### src/rtl/io_port_pkg.sv
/*
 six-bit io port: register offsets, field widths, reset values and carrier structs.
 assumes a 16-bit low-address register port and one 25 MHz clock.
*/
// Operation
// - six two-way pins 5..0; register bits 7 and 6 unimplemented
// - pins shareable with serial transmit, receive, clock and two interrupt inputs
// - pin function selection is identical in every operating mode
// - direction register write-only; reads return an undefined value
// - direction bit 1 makes pin output, 0 makes it input
// - reset and hardware standby clear direction bits to zero
// - software standby keeps direction and output latch values
// - serial interface idle: pins follow direction and output latch
// - output latch read/write; bits 5..0 drive output pins
// - reset and hardware standby clear output latch bits to zero
// - reserved latch bits read undetermined, writes ignored
// - addresses decoded on low 16 bits; reset values cover bits 5..0
// - readback gives latch bit for outputs, two-stage synchronised pin level for inputs
// - open-drain bit 1 disables high drive; 0 gives push-pull
// - open-drain bits cleared by reset and hardware standby, kept in software standby
package io_port_pkg;
    localparam int PORT_WIDTH = 6;
    localparam int REG_WIDTH = 8;
    localparam int ADDR_WIDTH = 16;
    localparam logic [15:0] PIN_DIRECTION_ADDR = 16'hFEB2;
    localparam logic [15:0] PIN_LEVEL_READBACK_ADDR = 16'hFF52;
    localparam logic [15:0] OUTPUT_LATCH_ADDR = 16'hFF62;
    localparam logic [15:0] OPEN_DRAIN_SELECT_ADDR = 16'hFF76;
    localparam logic [5:0] PIN_DIRECTION_RESET = 6'h00;
    localparam logic [5:0] OUTPUT_LATCH_RESET = 6'h00;
    localparam logic [5:0] OPEN_DRAIN_SELECT_RESET = 6'h00;
    // value shown for reserved bits and write-only reads
    localparam logic [1:0] RESERVED_READ = 2'h0;
    localparam logic [7:0] UNDEFINED_READ = 8'h00;
    // index of the two pins that double as interrupt inputs
    localparam int IRQ_A_PIN = 4;
    localparam int IRQ_B_PIN = 5;

    // register port request
    typedef struct packed {
        logic [15:0] addr;
        logic [7:0] wdata;
        logic wr;
        logic rd;
    } reg_req_type;

    // per-pin control from a peripheral taking over pins
    typedef struct packed {
        logic [5:0] take;
        logic [5:0] oe;
        logic [5:0] out;
    } periph_ctl_type;

    // pin pad signals
    typedef struct packed {
        logic [5:0] out;
        logic [5:0] oe;
    } pad_drive_type;
endpackage

### src/rtl/io_pad_driver.sv
/*
 per-pin output stage: chooses port or peripheral control and applies open drain.
 assumes purely combinational use inside the io port.
*/
`timescale 1ns/10ps
module io_pad_driver #(
    parameter int WIDTH = 6
) (
    input wire logic [WIDTH-1:0] i_dir,
    input wire logic [WIDTH-1:0] i_latch,
    input wire logic [WIDTH-1:0] i_odr,
    input wire logic [WIDTH-1:0] i_take,
    input wire logic [WIDTH-1:0] i_p_oe,
    input wire logic [WIDTH-1:0] i_p_out,
    output logic [WIDTH-1:0] o_out,
    output logic [WIDTH-1:0] o_oe
);
    logic [WIDTH-1:0] want_oe;
    logic [WIDTH-1:0] want_val;

    // peripheral wins where it has taken the pin
    assign want_oe = (i_take & i_p_oe) | (~i_take & i_dir);
    assign want_val = (i_take & i_p_out) | (~i_take & i_latch);

    // open drain only ever pulls low, so a high value releases the pin
    assign o_oe = want_oe & ~(i_odr & want_val);
    assign o_out = want_val & ~i_odr;
endmodule

### src/rtl/io_port.sv
/*
 six-bit general purpose io port with direction, output latch,
 pin readback and open-drain select registers.
 assumes a single-cycle register port, read data one cycle later;
 serial peripherals supply takeover controls from the same clock.
*/
`timescale 1ns/10ps
module io_port
    import io_port_pkg::*;
#(
    parameter int WIDTH = io_port_pkg::PORT_WIDTH
) (
    input wire logic i_clk,
    input wire logic i_rst,
    input wire logic i_hw_standby,
    input wire io_port_pkg::reg_req_type i_req,
    output logic [7:0] o_rdata,
    input wire io_port_pkg::periph_ctl_type i_periph,
    input wire logic [5:0] i_pin,
    output logic [5:0] o_pin_out,
    output logic [5:0] o_pin_oe,
    output logic [5:0] o_pin_level,
    output logic o_ext_interrupt_a_n,
    output logic o_ext_interrupt_b_n
);
    logic [5:0] pin_direction_reg;
    logic [5:0] output_latch_reg;
    logic [5:0] open_drain_select_reg;
    logic [5:0] pin_meta_reg;
    logic [5:0] pin_sync_reg;
    logic [7:0] rdata_reg;
    logic [7:0] rdata_next;
    logic [5:0] readback;
    logic hit_dir;
    logic hit_latch;
    logic hit_odr;
    logic hit_level;

    // low 16 bits only; the bus offers no more
    function automatic logic hit(input logic [15:0] a, input logic [15:0] base);
        hit = (a == base);
    endfunction

    // address decode
    always_comb begin
        hit_dir = 1'b0;
        hit_latch = 1'b0;
        hit_odr = 1'b0;
        hit_level = 1'b0;
        if (hit(i_req.addr, PIN_DIRECTION_ADDR)) begin
            hit_dir = 1'b1;
        end else if (hit(i_req.addr, OUTPUT_LATCH_ADDR)) begin
            hit_latch = 1'b1;
        end else if (hit(i_req.addr, OPEN_DRAIN_SELECT_ADDR)) begin
            hit_odr = 1'b1;
        end else if (hit(i_req.addr, PIN_LEVEL_READBACK_ADDR)) begin
            hit_level = 1'b1;
        end
    end

    // direction; software standby has no effect, so values hold
    always_ff @(posedge i_clk or posedge i_rst) begin
        if (i_rst) begin
            pin_direction_reg <= PIN_DIRECTION_RESET;
        end else if (i_hw_standby) begin
            pin_direction_reg <= PIN_DIRECTION_RESET;
        end else if (i_req.wr && hit_dir) begin
            pin_direction_reg <= i_req.wdata[5:0];
        end
    end

    // output latch; bits 7 and 6 are not stored
    always_ff @(posedge i_clk or posedge i_rst) begin
        if (i_rst) begin
            output_latch_reg <= OUTPUT_LATCH_RESET;
        end else if (i_hw_standby) begin
            output_latch_reg <= OUTPUT_LATCH_RESET;
        end else if (i_req.wr && hit_latch) begin
            output_latch_reg <= i_req.wdata[5:0];
        end
    end

    // open-drain select
    always_ff @(posedge i_clk or posedge i_rst) begin
        if (i_rst) begin
            open_drain_select_reg <= OPEN_DRAIN_SELECT_RESET;
        end else if (i_hw_standby) begin
            open_drain_select_reg <= OPEN_DRAIN_SELECT_RESET;
        end else if (i_req.wr && hit_odr) begin
            open_drain_select_reg <= i_req.wdata[5:0];
        end
    end

    // two-stage synchroniser on the pin levels
    always_ff @(posedge i_clk or posedge i_rst) begin
        if (i_rst) begin
            pin_meta_reg <= 6'h00;
            pin_sync_reg <= 6'h00;
        end else begin
            pin_meta_reg <= i_pin;
            pin_sync_reg <= pin_meta_reg;
        end
    end

    // outputs show the latch, inputs the synced level
    assign readback = (pin_direction_reg & output_latch_reg)
        | (~pin_direction_reg & pin_sync_reg);

    // read mux; direction reads give a fixed filler instead of contents
    always_comb begin
        rdata_next = 8'h00;
        if (i_req.rd) begin
            if (hit_dir) begin
                rdata_next = UNDEFINED_READ;
            end else if (hit_latch) begin
                rdata_next = {RESERVED_READ, output_latch_reg};
            end else if (hit_odr) begin
                rdata_next = {RESERVED_READ, open_drain_select_reg};
            end else if (hit_level) begin
                rdata_next = {RESERVED_READ, readback};
            end
        end
    end

    // read data held for exactly the cycle after the strobe
    always_ff @(posedge i_clk or posedge i_rst) begin
        if (i_rst) begin
            rdata_reg <= 8'h00;
        end else begin
            rdata_reg <= rdata_next;
        end
    end

    assign o_rdata = rdata_reg;

    // pin selection does not depend on any operating mode input
    io_pad_driver #(
        .WIDTH(PORT_WIDTH)
    ) u_pad (
        .i_dir(pin_direction_reg),
        .i_latch(output_latch_reg),
        .i_odr(open_drain_select_reg),
        .i_take(i_periph.take),
        .i_p_oe(i_periph.oe),
        .i_p_out(i_periph.out),
        .o_out(o_pin_out),
        .o_oe(o_pin_oe)
    );

    // synced levels for serial receivers and interrupt inputs
    assign o_pin_level = pin_sync_reg;
    assign o_ext_interrupt_a_n = pin_sync_reg[IRQ_A_PIN];
    assign o_ext_interrupt_b_n = pin_sync_reg[IRQ_B_PIN];
endmodule

### config.mk
export PLATFORM = sky130hd
export DESIGN_NAME = io_port
export DESIGN_NICKNAME = d
export VERILOG_FILES = /design/src/rtl/io_port_pkg.sv /design/src/rtl/io_pad_driver.sv /design/src/rtl/io_port.sv
export SDC_FILE = /design/constraint.sdc
export NUM_CORES = 1
export LEC_CHECK = 0
export BUFFER_PORTS_ARGS = -buffer_cell sky130_fd_sc_hd__buf_4
export CORE_MARGIN = 2
export CORE_UTILIZATION = 47
export DETAILED_ROUTE_END_ITERATION = 10
export PLACE_DENSITY = 0.79
export SLEW_MARGIN = 30
export SYNTH_ARGS = -nofsm -noshare
export SYNTH_HDL_FRONTEND = slang
export SYNTH_SLANG_ARGS = --single-unit
### constraint.sdc
create_clock -name i_clk -period 1.12 [get_ports i_clk]
set_input_delay 0.224 -clock i_clk [delete_from_list [all_inputs] [get_ports i_clk]]
set_output_delay 0.224 -clock i_clk [all_outputs]
set_load 0.03 [all_outputs]
==> flow_metrics.py, run 1 <==
metrics = {
    "run_status": {
        "outcome": "complete, but fails checks",
        "violations": "negative setup slack",
    },
    "cells_and_area": {
        "layout-drive-gt1-share_pct": 50.2,
        "mostFrequentLayoutCells": "89 x buf_4, 36 x dfrtp_1, 31 x mux2i_1, 25 x nand2b_1, 24 x buf_6",
        "register_area_um2": 901,
        "final_util_pct": 78.9,
        "fill_cells": 267,
        "area_delta_synth_final_pct": 63.8,
        "design_area_um2": 3130,
        "layout_commonest_cell": "buf_4",
        "multi_input_area_um2": 1060,
        "stdcell_count": 349,
        "antenna_cells": 0,
        "fin_nets": 351,
    },
    "synth": {
        "avgSynthCellArea_um2": 10.5,
        "ys_types": 27,
        "yosysWarnings": 0,
        "synth_top_area_cell": "dfrtp_1",
        "syn-instance-count": 182,
        "synth_top_area_share_pct": 47.1,
        "netlist_area_um2": 1910,
        "yosysSeqAreaShare_pct": 47.1,
        "synth_seq_cells": 36,
        "synth_area_leaders": "dfrtp_1 47%, mux2i_1 16%, nand2b_1 8.2%",
    },
    "timing": {
        "finClkSkew_ps": 4.08,
        "tns_ps": -6040,
        "min_period_ps": 1470,
        "timing.fmax_mhz": 681,
        "fin_ws_ps": -349,
        "maxSlewViolCount": 0,
        "finalSetupViolations": 36,
        "hold_viol": 0,
        "rsz0062_at_grt": "true",
        "hold_ws_ps": 39.0,
        "fin_crit_sh_pct": 131,
    },
    "worst_hold_path": {
        "hp-class": "input port to flip-flop",
        "holdPathStages": 1,
    },
    "global_routing": {
        "grt_use_total_pct": 26.4,
        "grt_pass1_wl_um": 8760,
        "antenna_found_initial": 0,
        "grt_pass1_vias": 1929,
        "grt-ovfl-total": 0,
        "grt_max_degree": 37,
    },
    "floorplan": {
        "start_util_pct": 48.2,
        "core-area_um2": 3970,
        "num_rows": 23,
        "ioPinCount": 81,
        "die_w_um": 67.8,
        "die_h_um": 67.8,
        "die_area_um2": 4600,
    },
    "cts": {
        "cts-root-buf": "clkbuf_8",
        "clk_pin_slew_ps": 70,
        "clock_latency_ps": 290,
        "clock_path_buffers": 2,
        "cts_tree": "built",
        "cts_made_buffers": 5,
        "cts_htree_levels": 2,
        "cts_num_sinks": 36,
    },
    "detailed_routing": {
        "drtIter0Drc": 83,
        "drt_first_pass_iters": 5,
        "via_count": 1830,
        "ant_nets": 0,
        "avgRoutedWirePerCell_um": 16.5,
        "via_per_inst": 5.24,
        "wirelength_um": 5750,
        "drc_errors": 0,
    },
    "placement": {
        "dpl-instance-area_um2": 2730,
        "port_buffers": 76,
        "dp_slack_ps": -519,
        "gp_congestion": 0.835,
        "dp.cells": 324,
        "dp_hpwl_um": 3490,
    },
    "critical_path": {
        "worst_r2r_path_depth": 5,
        "cp_max_fo": 6,
        "endpoint_kind": "flip-flop",
        "crit_arrival_ps": 1650,
        "crit_type": "input port to flip-flop",
        "required_ps": 1300,
        "critPathLaunchType": "input port",
    },
    "power": {
        "vdd_ir_drop_max_uv": 911,
        "power_density_nw_per_um2": 898,
        "finalPower_mw": 2.82,
        "p_leak_nw": 1.52,
    },
    "flow_run": {
        "drv_cap": 0,
    },
}
[cell usage after synthesis]
| library cell | number |
|---|---|
| a221oi_1 | 6 |
| and2_1 | 1 |
| and3_1 | 1 |
| buf_4 | 4 |
| clkbuf_1 | 4 |
| conb_1 | 1 |
| dfrtp_1 | 36 |
| inv_1 | 8 |
| mux2i_1 | 31 |
| nand2_1 | 15 |
| nand2b_1 | 25 |
| nand2b_4 | 1 |
| nand3_1 | 11 |
| nand3_2 | 2 |
| nand3b_4 | 1 |
| nand4_1 | 2 |
| nand4b_4 | 1 |
| nor2_1 | 8 |
| nor2b_1 | 1 |
| nor3_1 | 6 |
| nor3_4 | 1 |
| nor3b_2 | 1 |
| nor4_2 | 1 |
| nor4_4 | 1 |
| o21ai_0 | 11 |
| o21ai_1 | 1 |
| or4_4 | 1 |
[cells by family (layout without fill, tap and decap cells)]
group                  after synthesis  count (layout)  synth area share, %
buffers and inverters               16             132                 3.92
flip-flops                          36              36                 47.1
AO/OA/AOI/OAI                       18              18                 5.89
AND/OR/NAND/NOR                     80              80                 26.7
multiplexers                        31              31                 16.2
other                                1               2                0.196
[what timing repair did]
item / 4_1_cts / 5_1_grt
endpoints found under the hold margin: 28 / 0
endpoints found under the setup margin: 36 / 36
hold buffers: 1 / 0
buffers inserted: 12 / 4
pin swaps: 9 / 6
gates resized for setup: 31 / 12
[per-layer routing]
metal	part of all wire (%)	track usage, %	vias to the layer above
met5	0	0	-
met4	2.8	10.8	0
met3	5.9	6.00	13
met2	53	49.3	75
met1	38	28.4	879
li1	-	-	863
[where the power goes]
part           switching [mW]  total (mW)  internal [mW]
clock network           0.455       0.957          0.502
logic                   0.263       0.527          0.264
registers              0.0103        1.33           1.32
total                   0.729        2.82           2.09
[final timing paths]
| kind | from | to | slack (ps) |
|---|---|---|---|
| min | i_pin[0] | pin_meta_reg[0]$_DFF_PP0_ | 40 |
| max reg2reg | output_latch_reg[1]$_DFFE_PP0P_ | o_rdata[1]$_DFF_PP0_ | -130 |
| min in group asynchronous | i_rst | o_pin_level[0]$_DFF_PP0_ | 540 |
| max | i_req[13] | pin_direction_reg[3]$_DFFE_PP0P_ | -350 |
| max in group asynchronous | i_rst | o_rdata[3]$_DFF_PP0_ | 390 |
| min reg2reg | pin_meta_reg[2]$_DFF_PP0_ | o_pin_level[2]$_DFF_PP0_ | 350 |
[critical path, cell delays in order]
cell      delay (ps)
buf_6             90
nand4b_4         160
or4_4            530
nor3_4           220
buf_12           160
mux2i_1          260
[area by class of cell]
cell class | count | share of cell area [%]
multi-input combinational | 131 | 33.9
inverter | 8 | 0.958
timing repair buffer | 116 | 31.5
sequential | 36 | 28.7
tap | 50 | 2.00
clock buffer | 8 | 2.87
Power figures use the tool's default switching activity.
==> run 2, diff against run 1 <==
--- a/config.mk
+++ b/config.mk
@@ -7,9 +7,10 @@
 export LEC_CHECK = 0
 export BUFFER_PORTS_ARGS = -buffer_cell sky130_fd_sc_hd__buf_4
 export CORE_MARGIN = 2
-export CORE_UTILIZATION = 47
+export CORE_UTILIZATION = 49
+export CTS_BUF_LIST = sky130_fd_sc_hd__clkbuf_8
 export DETAILED_ROUTE_END_ITERATION = 10
-export PLACE_DENSITY = 0.79
+export PLACE_DENSITY = 0.82
 export SLEW_MARGIN = 30
 export SYNTH_ARGS = -nofsm -noshare
 export SYNTH_HDL_FRONTEND = slang
==> constraint.sdc (replaced) <==
create_clock -name i_clk -period 1.45 [get_ports i_clk]
set_input_delay 0.29 -clock i_clk [delete_from_list [all_inputs] [get_ports i_clk]]
set_output_delay 0.29 -clock i_clk [all_outputs]
set_load 0.03 [all_outputs]
==> run 2 against run 1 <==
The flow still finishes with violations (negative setup slack). Clock power shrank 12%. Cell count fell by 4.6%. Core utilization down 2.4 points. Worst hold slack improved by 61 ps. Power shrank 21%. Wire length decreased by 18%. Die area decreased by 3.8%. Sequential share of layout area grew 3.0 points. Cell area down 9.3%.
==> flow_metrics.py, run 2 (synthesized netlist as in run 1, its figures left out) <==
metrics = {
    "run_status": {
        "outcome": "complete, but fails checks",
        "violations": "negative setup slack",
    },
    "floorplan": {
        "ioPinCount": 81,
        "die_h_um": 66.5,
        "die_w_um": 66.5,
        "num_rows": 22,
        "core-area_um2": 3720,
        "start_util_pct": 51.5,
        "die_area_um2": 4420,
    },
    "critical_path": {
        "crit_chain": "mux2i_1 > nor2b_1 > nor2_1 > buf_4",
        "crit_type": "flip-flop to output pin",
        "cp_max_fo": 2,
        "worstReg2RegStart": "output_latch_reg[0]$_DFFE_PP0P_",
        "critPathMaxStageDelay_ps": 400,
        "critPathLaunchType": "flip-flop",
        "crit_end": "o_pin_oe[0]",
        "required_ps": 1160,
        "worstSetupStartpoint": "output_latch_reg[0]$_DFFE_PP0P_",
        "worst_r2r_path_depth": 5,
        "regToRegSetupSlack_ps": 200,
        "endpoint_kind": "output pin",
        "crit_slowest_cell": "dfrtp_1",
        "crit_arrival_ps": 1200,
        "timing.rr.end": "o_rdata[0]$_DFF_PP0_",
    },
    "power": {
        "power_density_nw_per_um2": 785,
        "finalPower_mw": 2.23,
        "p_leak_nw": 1.41,
        "vdd_ir_drop_max_uv": 733,
    },
    "worst_hold_path": {
        "hp-class": "input port to asynchronous set/reset pin",
    },
    "timing": {
        "hold_viol": 0,
        "rsz0062_at_grt": "true",
        "timing.fmax_mhz": 673,
        "finalSetupViolations": 2,
        "finClkSkew_ps": 4.84,
        "min_period_ps": 1490,
        "fin_crit_sh_pct": 102,
        "hold_ws_ps": 100,
        "fin_ws_ps": -35.9,
        "maxSlewViolCount": 0,
        "tns_ps": -37.7,
    },
    "global_routing": {
        "grt_pass1_wl_um": 7580,
        "antenna_found_initial": 0,
        "grt_pass1_vias": 1658,
        "grt_use_total_pct": 23.5,
        "grt-ovfl-total": 0,
        "grt_max_degree": 37,
    },
    "cts": {
        "cts_tree": "built",
        "clock_latency_ps": 290,
        "cts_hold_buf": 0,
        "clk_pin_slew_ps": 70,
        "cts_made_buffers": 5,
        "clock_path_buffers": 2,
        "cts_num_sinks": 36,
        "cts-root-buf": "clkbuf_8",
        "cts_htree_levels": 2,
    },
    "detailed_routing": {
        "via_per_inst": 5.18,
        "via_count": 1726,
        "wirelength_um": 4740,
        "ant_nets": 0,
        "avgRoutedWirePerCell_um": 14.2,
        "drt_first_pass_iters": 4,
        "drtIter0Drc": 42,
        "drc_errors": 0,
    },
    "cells_and_area": {
        "antenna_cells": 0,
        "stdcell_count": 333,
        "layout-drive-gt1-share_pct": 43.2,
        "area_delta_synth_final_pct": 48.6,
        "layout_commonest_cell": "buf_4",
        "fin_nets": 337,
        "final_util_pct": 76.5,
        "mostFrequentLayoutCells": "98 x buf_4, 34 x dfrtp_1, 31 x mux2i_1, 25 x nand2b_1, 15 x nand2_1",
        "design_area_um2": 2840,
    },
    "placement": {
        "dp_hpwl_um": 3430,
        "dpl-instance-area_um2": 2630,
        "dp.cells": 314,
        "gp_congestion": 0.784,
        "port_buffers": 76,
        "dp_slack_ps": -288,
    },
    "flow_run": {
        "drv_cap": 0,
    },
}
[run 2: cell types whose count changed in the layout (fill, tap and decap cells not counted), moves of 4 or more]
cell      before  now
buf_6         24    3
buf_4         89   98
a221oi_2       5    0
a221oi_1       0    6
o21ai_1        2    6
o21ai_2        5    0
[run 2: layout make-up]
type	count	area, µm²
Fill cell	294	873
Tap cell	48	60.1
Clock buffer	5	68.8
Inverter	8	30.0
Multi-Input combinational cell	131	952
Sequential cell	36	903
Timing Repair Buffer	102	790
Clock inverter	3	38.8
[run 2: where the power goes]
group / switching [mW] / internal, mW
clock network: 0.343 / 0.503
registers: 0.00744 / 1.02
logic: 0.181 / 0.177
total: 0.531 / 1.70
[run 2: how the worst min path moves through the flow]
stage                              startpoint  slack, ps  cells past startpoint                         to
finish                                  i_rst        100                      3       o_rdata[2]$_DFF_PP0_
global route                         i_pin[1]         90                      1  pin_meta_reg[1]$_DFF_PP0_
CTS                                  i_pin[2]         90                      1  pin_meta_reg[2]$_DFF_PP0_
detailed placement  pin_meta_reg[0]$_DFF_PP0_        330                      0   o_pin_level[0]$_DFF_PP0_
floorplan                            i_pin[0]        320                      0  pin_meta_reg[0]$_DFF_PP0_
global placement    pin_meta_reg[4]$_DFF_PP0_        330                      0   o_pin_level[4]$_DFF_PP0_
[run 2: layer usage]
layer	part of all wire, %	vias to the layer above	GRT usage [%]
met5	0	-	0
met1	39	813	27.0
met2	52	69	42.4
met4	1.7	0	7.91
met3	7.3	12	5.74
li1	-	832	-
[run 2: critical path, delay by kind of cell (launching register included)]
kind / cells / cell delay, ps
simple gates: 2 / 170
flops: 1 / 400
buf+inv: 1 / 170
mux: 1 / 170
[run 2: timing repair]
action                     CTS  global route
buffers inserted             5             6
resized for setup            0             8
setup endpoints to repair    3            18
pin swaps                    1             2
==> run 3, diff against run 2 <==
--- a/config.mk
+++ b/config.mk
@@ -7,10 +7,10 @@
 export LEC_CHECK = 0
 export BUFFER_PORTS_ARGS = -buffer_cell sky130_fd_sc_hd__buf_4
 export CORE_MARGIN = 2
-export CORE_UTILIZATION = 49
+export CORE_UTILIZATION = 35
 export CTS_BUF_LIST = sky130_fd_sc_hd__clkbuf_8
 export DETAILED_ROUTE_END_ITERATION = 10
-export PLACE_DENSITY = 0.82
+export MAX_ROUTING_LAYER = met4
 export SLEW_MARGIN = 30
 export SYNTH_ARGS = -nofsm -noshare
 export SYNTH_HDL_FRONTEND = slang
==> run 3 against run 2 <==
The run still ends with negative setup slack left. Sequential cell count unchanged. Core utilization down 22 points. Cell count up 5.7%. Highest routed layer unchanged.
==> flow_metrics.py, run 3 (synthesized netlist as in run 1, its figures left out) <==
metrics = {
    "power": {
        "p_leak_nw": 1.39,
        "power_density_nw_per_um2": 792,
        "vdd_ir_drop_max_uv": 418,
        "finalPower_mw": 2.26,
    },
    "cells_and_area": {
        "fin_nets": 334,
        "layout-drive-gt1-share_pct": 42.6,
        "layout_commonest_cell": "buf_4",
        "area_delta_synth_final_pct": 48.9,
        "mostFrequentLayoutCells": "94 x buf_4, 36 x dfrtp_1, 31 x mux2i_1, 25 x nand2b_1, 15 x nand2_1",
        "antenna_cells": 0,
    },
    "timing": {
        "maxSlewViolCount": 0,
        "hold_viol": 0,
        "timing.fmax_mhz": 682,
        "hold_ws_ps": 97.1,
        "fin_ws_ps": -15.8,
        "min_period_ps": 1470,
        "rsz0062_at_grt": "true",
        "finalSetupViolations": 1,
        "fin_crit_sh_pct": 101,
        "finClkSkew_ps": 5.49,
    },
    "global_routing": {
        "antenna_found_initial": 0,
        "grt_use_total_pct": 16.5,
        "grt-ovfl-total": 0,
        "grt_max_degree": 37,
        "grt_pass1_wl_um": 7590,
        "grt_pass1_vias": 1557,
    },
    "floorplan": {
        "die_h_um": 77.9,
        "die_area_um2": 6070,
        "num_rows": 26,
        "core-area_um2": 5200,
        "die_w_um": 77.9,
        "start_util_pct": 36.8,
        "ioPinCount": 81,
    },
    "placement": {
        "gp_congestion": 0.761,
        "port_buffers": 76,
        "dp_hpwl_um": 3410,
        "dp_slack_ps": -265,
    },
    "cts": {
        "cts_htree_levels": 2,
        "cts_hold_buf": 0,
        "cts_num_sinks": 36,
        "clk_pin_slew_ps": 70,
        "clock_latency_ps": 290,
        "cts_made_buffers": 5,
        "cts-root-buf": "clkbuf_8",
        "cts_tree": "built",
        "clock_path_buffers": 2,
    },
    "critical_path": {
        "critPathMaxStageDelay_ps": 390,
        "crit_type": "flip-flop to output pin",
        "crit_chain": "mux2i_1 > nor2b_1 > nor2_1 > buf_4",
        "endpoint_kind": "output pin",
        "crit_arrival_ps": 1180,
        "critPathLaunchType": "flip-flop",
        "cp_max_fo": 2,
        "required_ps": 1160,
        "crit_slowest_cell": "dfrtp_1",
        "path_buf_inv": 1,
        "cpLargestDelayFamily": "flip-flops",
    },
    "detailed_routing": {
        "drt_first_pass_iters": 4,
        "avgRoutedWirePerCell_um": 13.2,
        "via_per_inst": 4.78,
        "ant_nets": 0,
        "drc_errors": 0,
        "wirelength_um": 4640,
        "drtIter0Drc": 68,
        "via_count": 1683,
    },
    "worst_hold_path": {
        "hp-class": "input port to asynchronous set/reset pin",
    },
    "flow_run": {
        "drv_cap": 0,
    },
    "run_status": {
        "outcome": "complete, but fails checks",
        "violations": "negative setup slack",
    },
}
[run 3: changes by cell type in the layout (fill, tap and decap cells not counted), moves of 2 or more]
cell	delta
dfrtp_2	-2
buf_6	+2
dfrtp_1	+2
buf_4	-4
[run 3: worst reg2reg max path: stages (launching register included)]
cell and delay [ps]:
dfrtp_1 390, buf_4 130, buf_4 130, mux2i_1 140, nor3_1 60, o21ai_0 170
a221oi_1 100
[run 3: cell type report]
| cell class | count | area, µm² |
|---|---|---|
| Timing Repair Buffer | 99 | 762 |
| Multi-Input combinational cell | 131 | 957 |
| Sequential cell | 36 | 901 |
| Tap cell | 70 | 87.6 |
| Clock inverter | 3 | 42.5 |
| Clock buffer | 5 | 68.8 |
| Fill cell | 492 | 2360 |
| Inverter | 8 | 30.0 |
[run 3: layer usage]
layer	GRT usage, %	part of all wire (%)
met1	22.3	46
met2	24.0	43
met3	4.65	9.0
met4	5.26	1.3
met5	-	0
[run 3: final timing paths]
check	startpoint	to	slack [ps]	cells past startpoint
max in group asynchronous	i_rst	pin_direction_reg[3]$_DFFE_PP0P_	1030	3
setup reg to reg	output_latch_reg[0]$_DFFE_PP0P_	o_rdata[0]$_DFF_PP0_	200	6
setup / recovery	output_latch_reg[0]$_DFFE_PP0P_	o_pin_oe[0]	-20	4
hold reg to reg	pin_meta_reg[3]$_DFF_PP0_	o_pin_level[3]$_DFF_PP0_	350	0
hold / removal	i_rst	pin_meta_reg[0]$_DFF_PP0_	100	3
min in group i_clk	i_pin[1]	pin_meta_reg[1]$_DFF_PP0_	100	1
[run 3: per-stage QoR]
step	cells	util (%)	setup TNS [ps]	cell area [µm²]
global route	352	54.7	-464	2850
floorplan	183	-	-1240	1920
global placement	334	50.5	-5170	2630
CTS	346	53.2	-28.0	2770
finish	352	54.7	-15.8	2850
detailed placement	334	50.5	-5020	2630
[run 3: repair_timing]
item                       4_1_cts  5_1_grt
pin swaps                        1        4
setup endpoints to repair        2       14
buffers inserted                 4        6
gates cloned                     0        0
gates resized for setup          0        9
[run 3: report_power, final]
group          internal, mW  switching, mW  total, mW
combinational         0.174          0.179      0.353
clock                 0.509          0.368      0.876
sequential             1.02        0.00741       1.03
total                  1.70          0.554       2.26
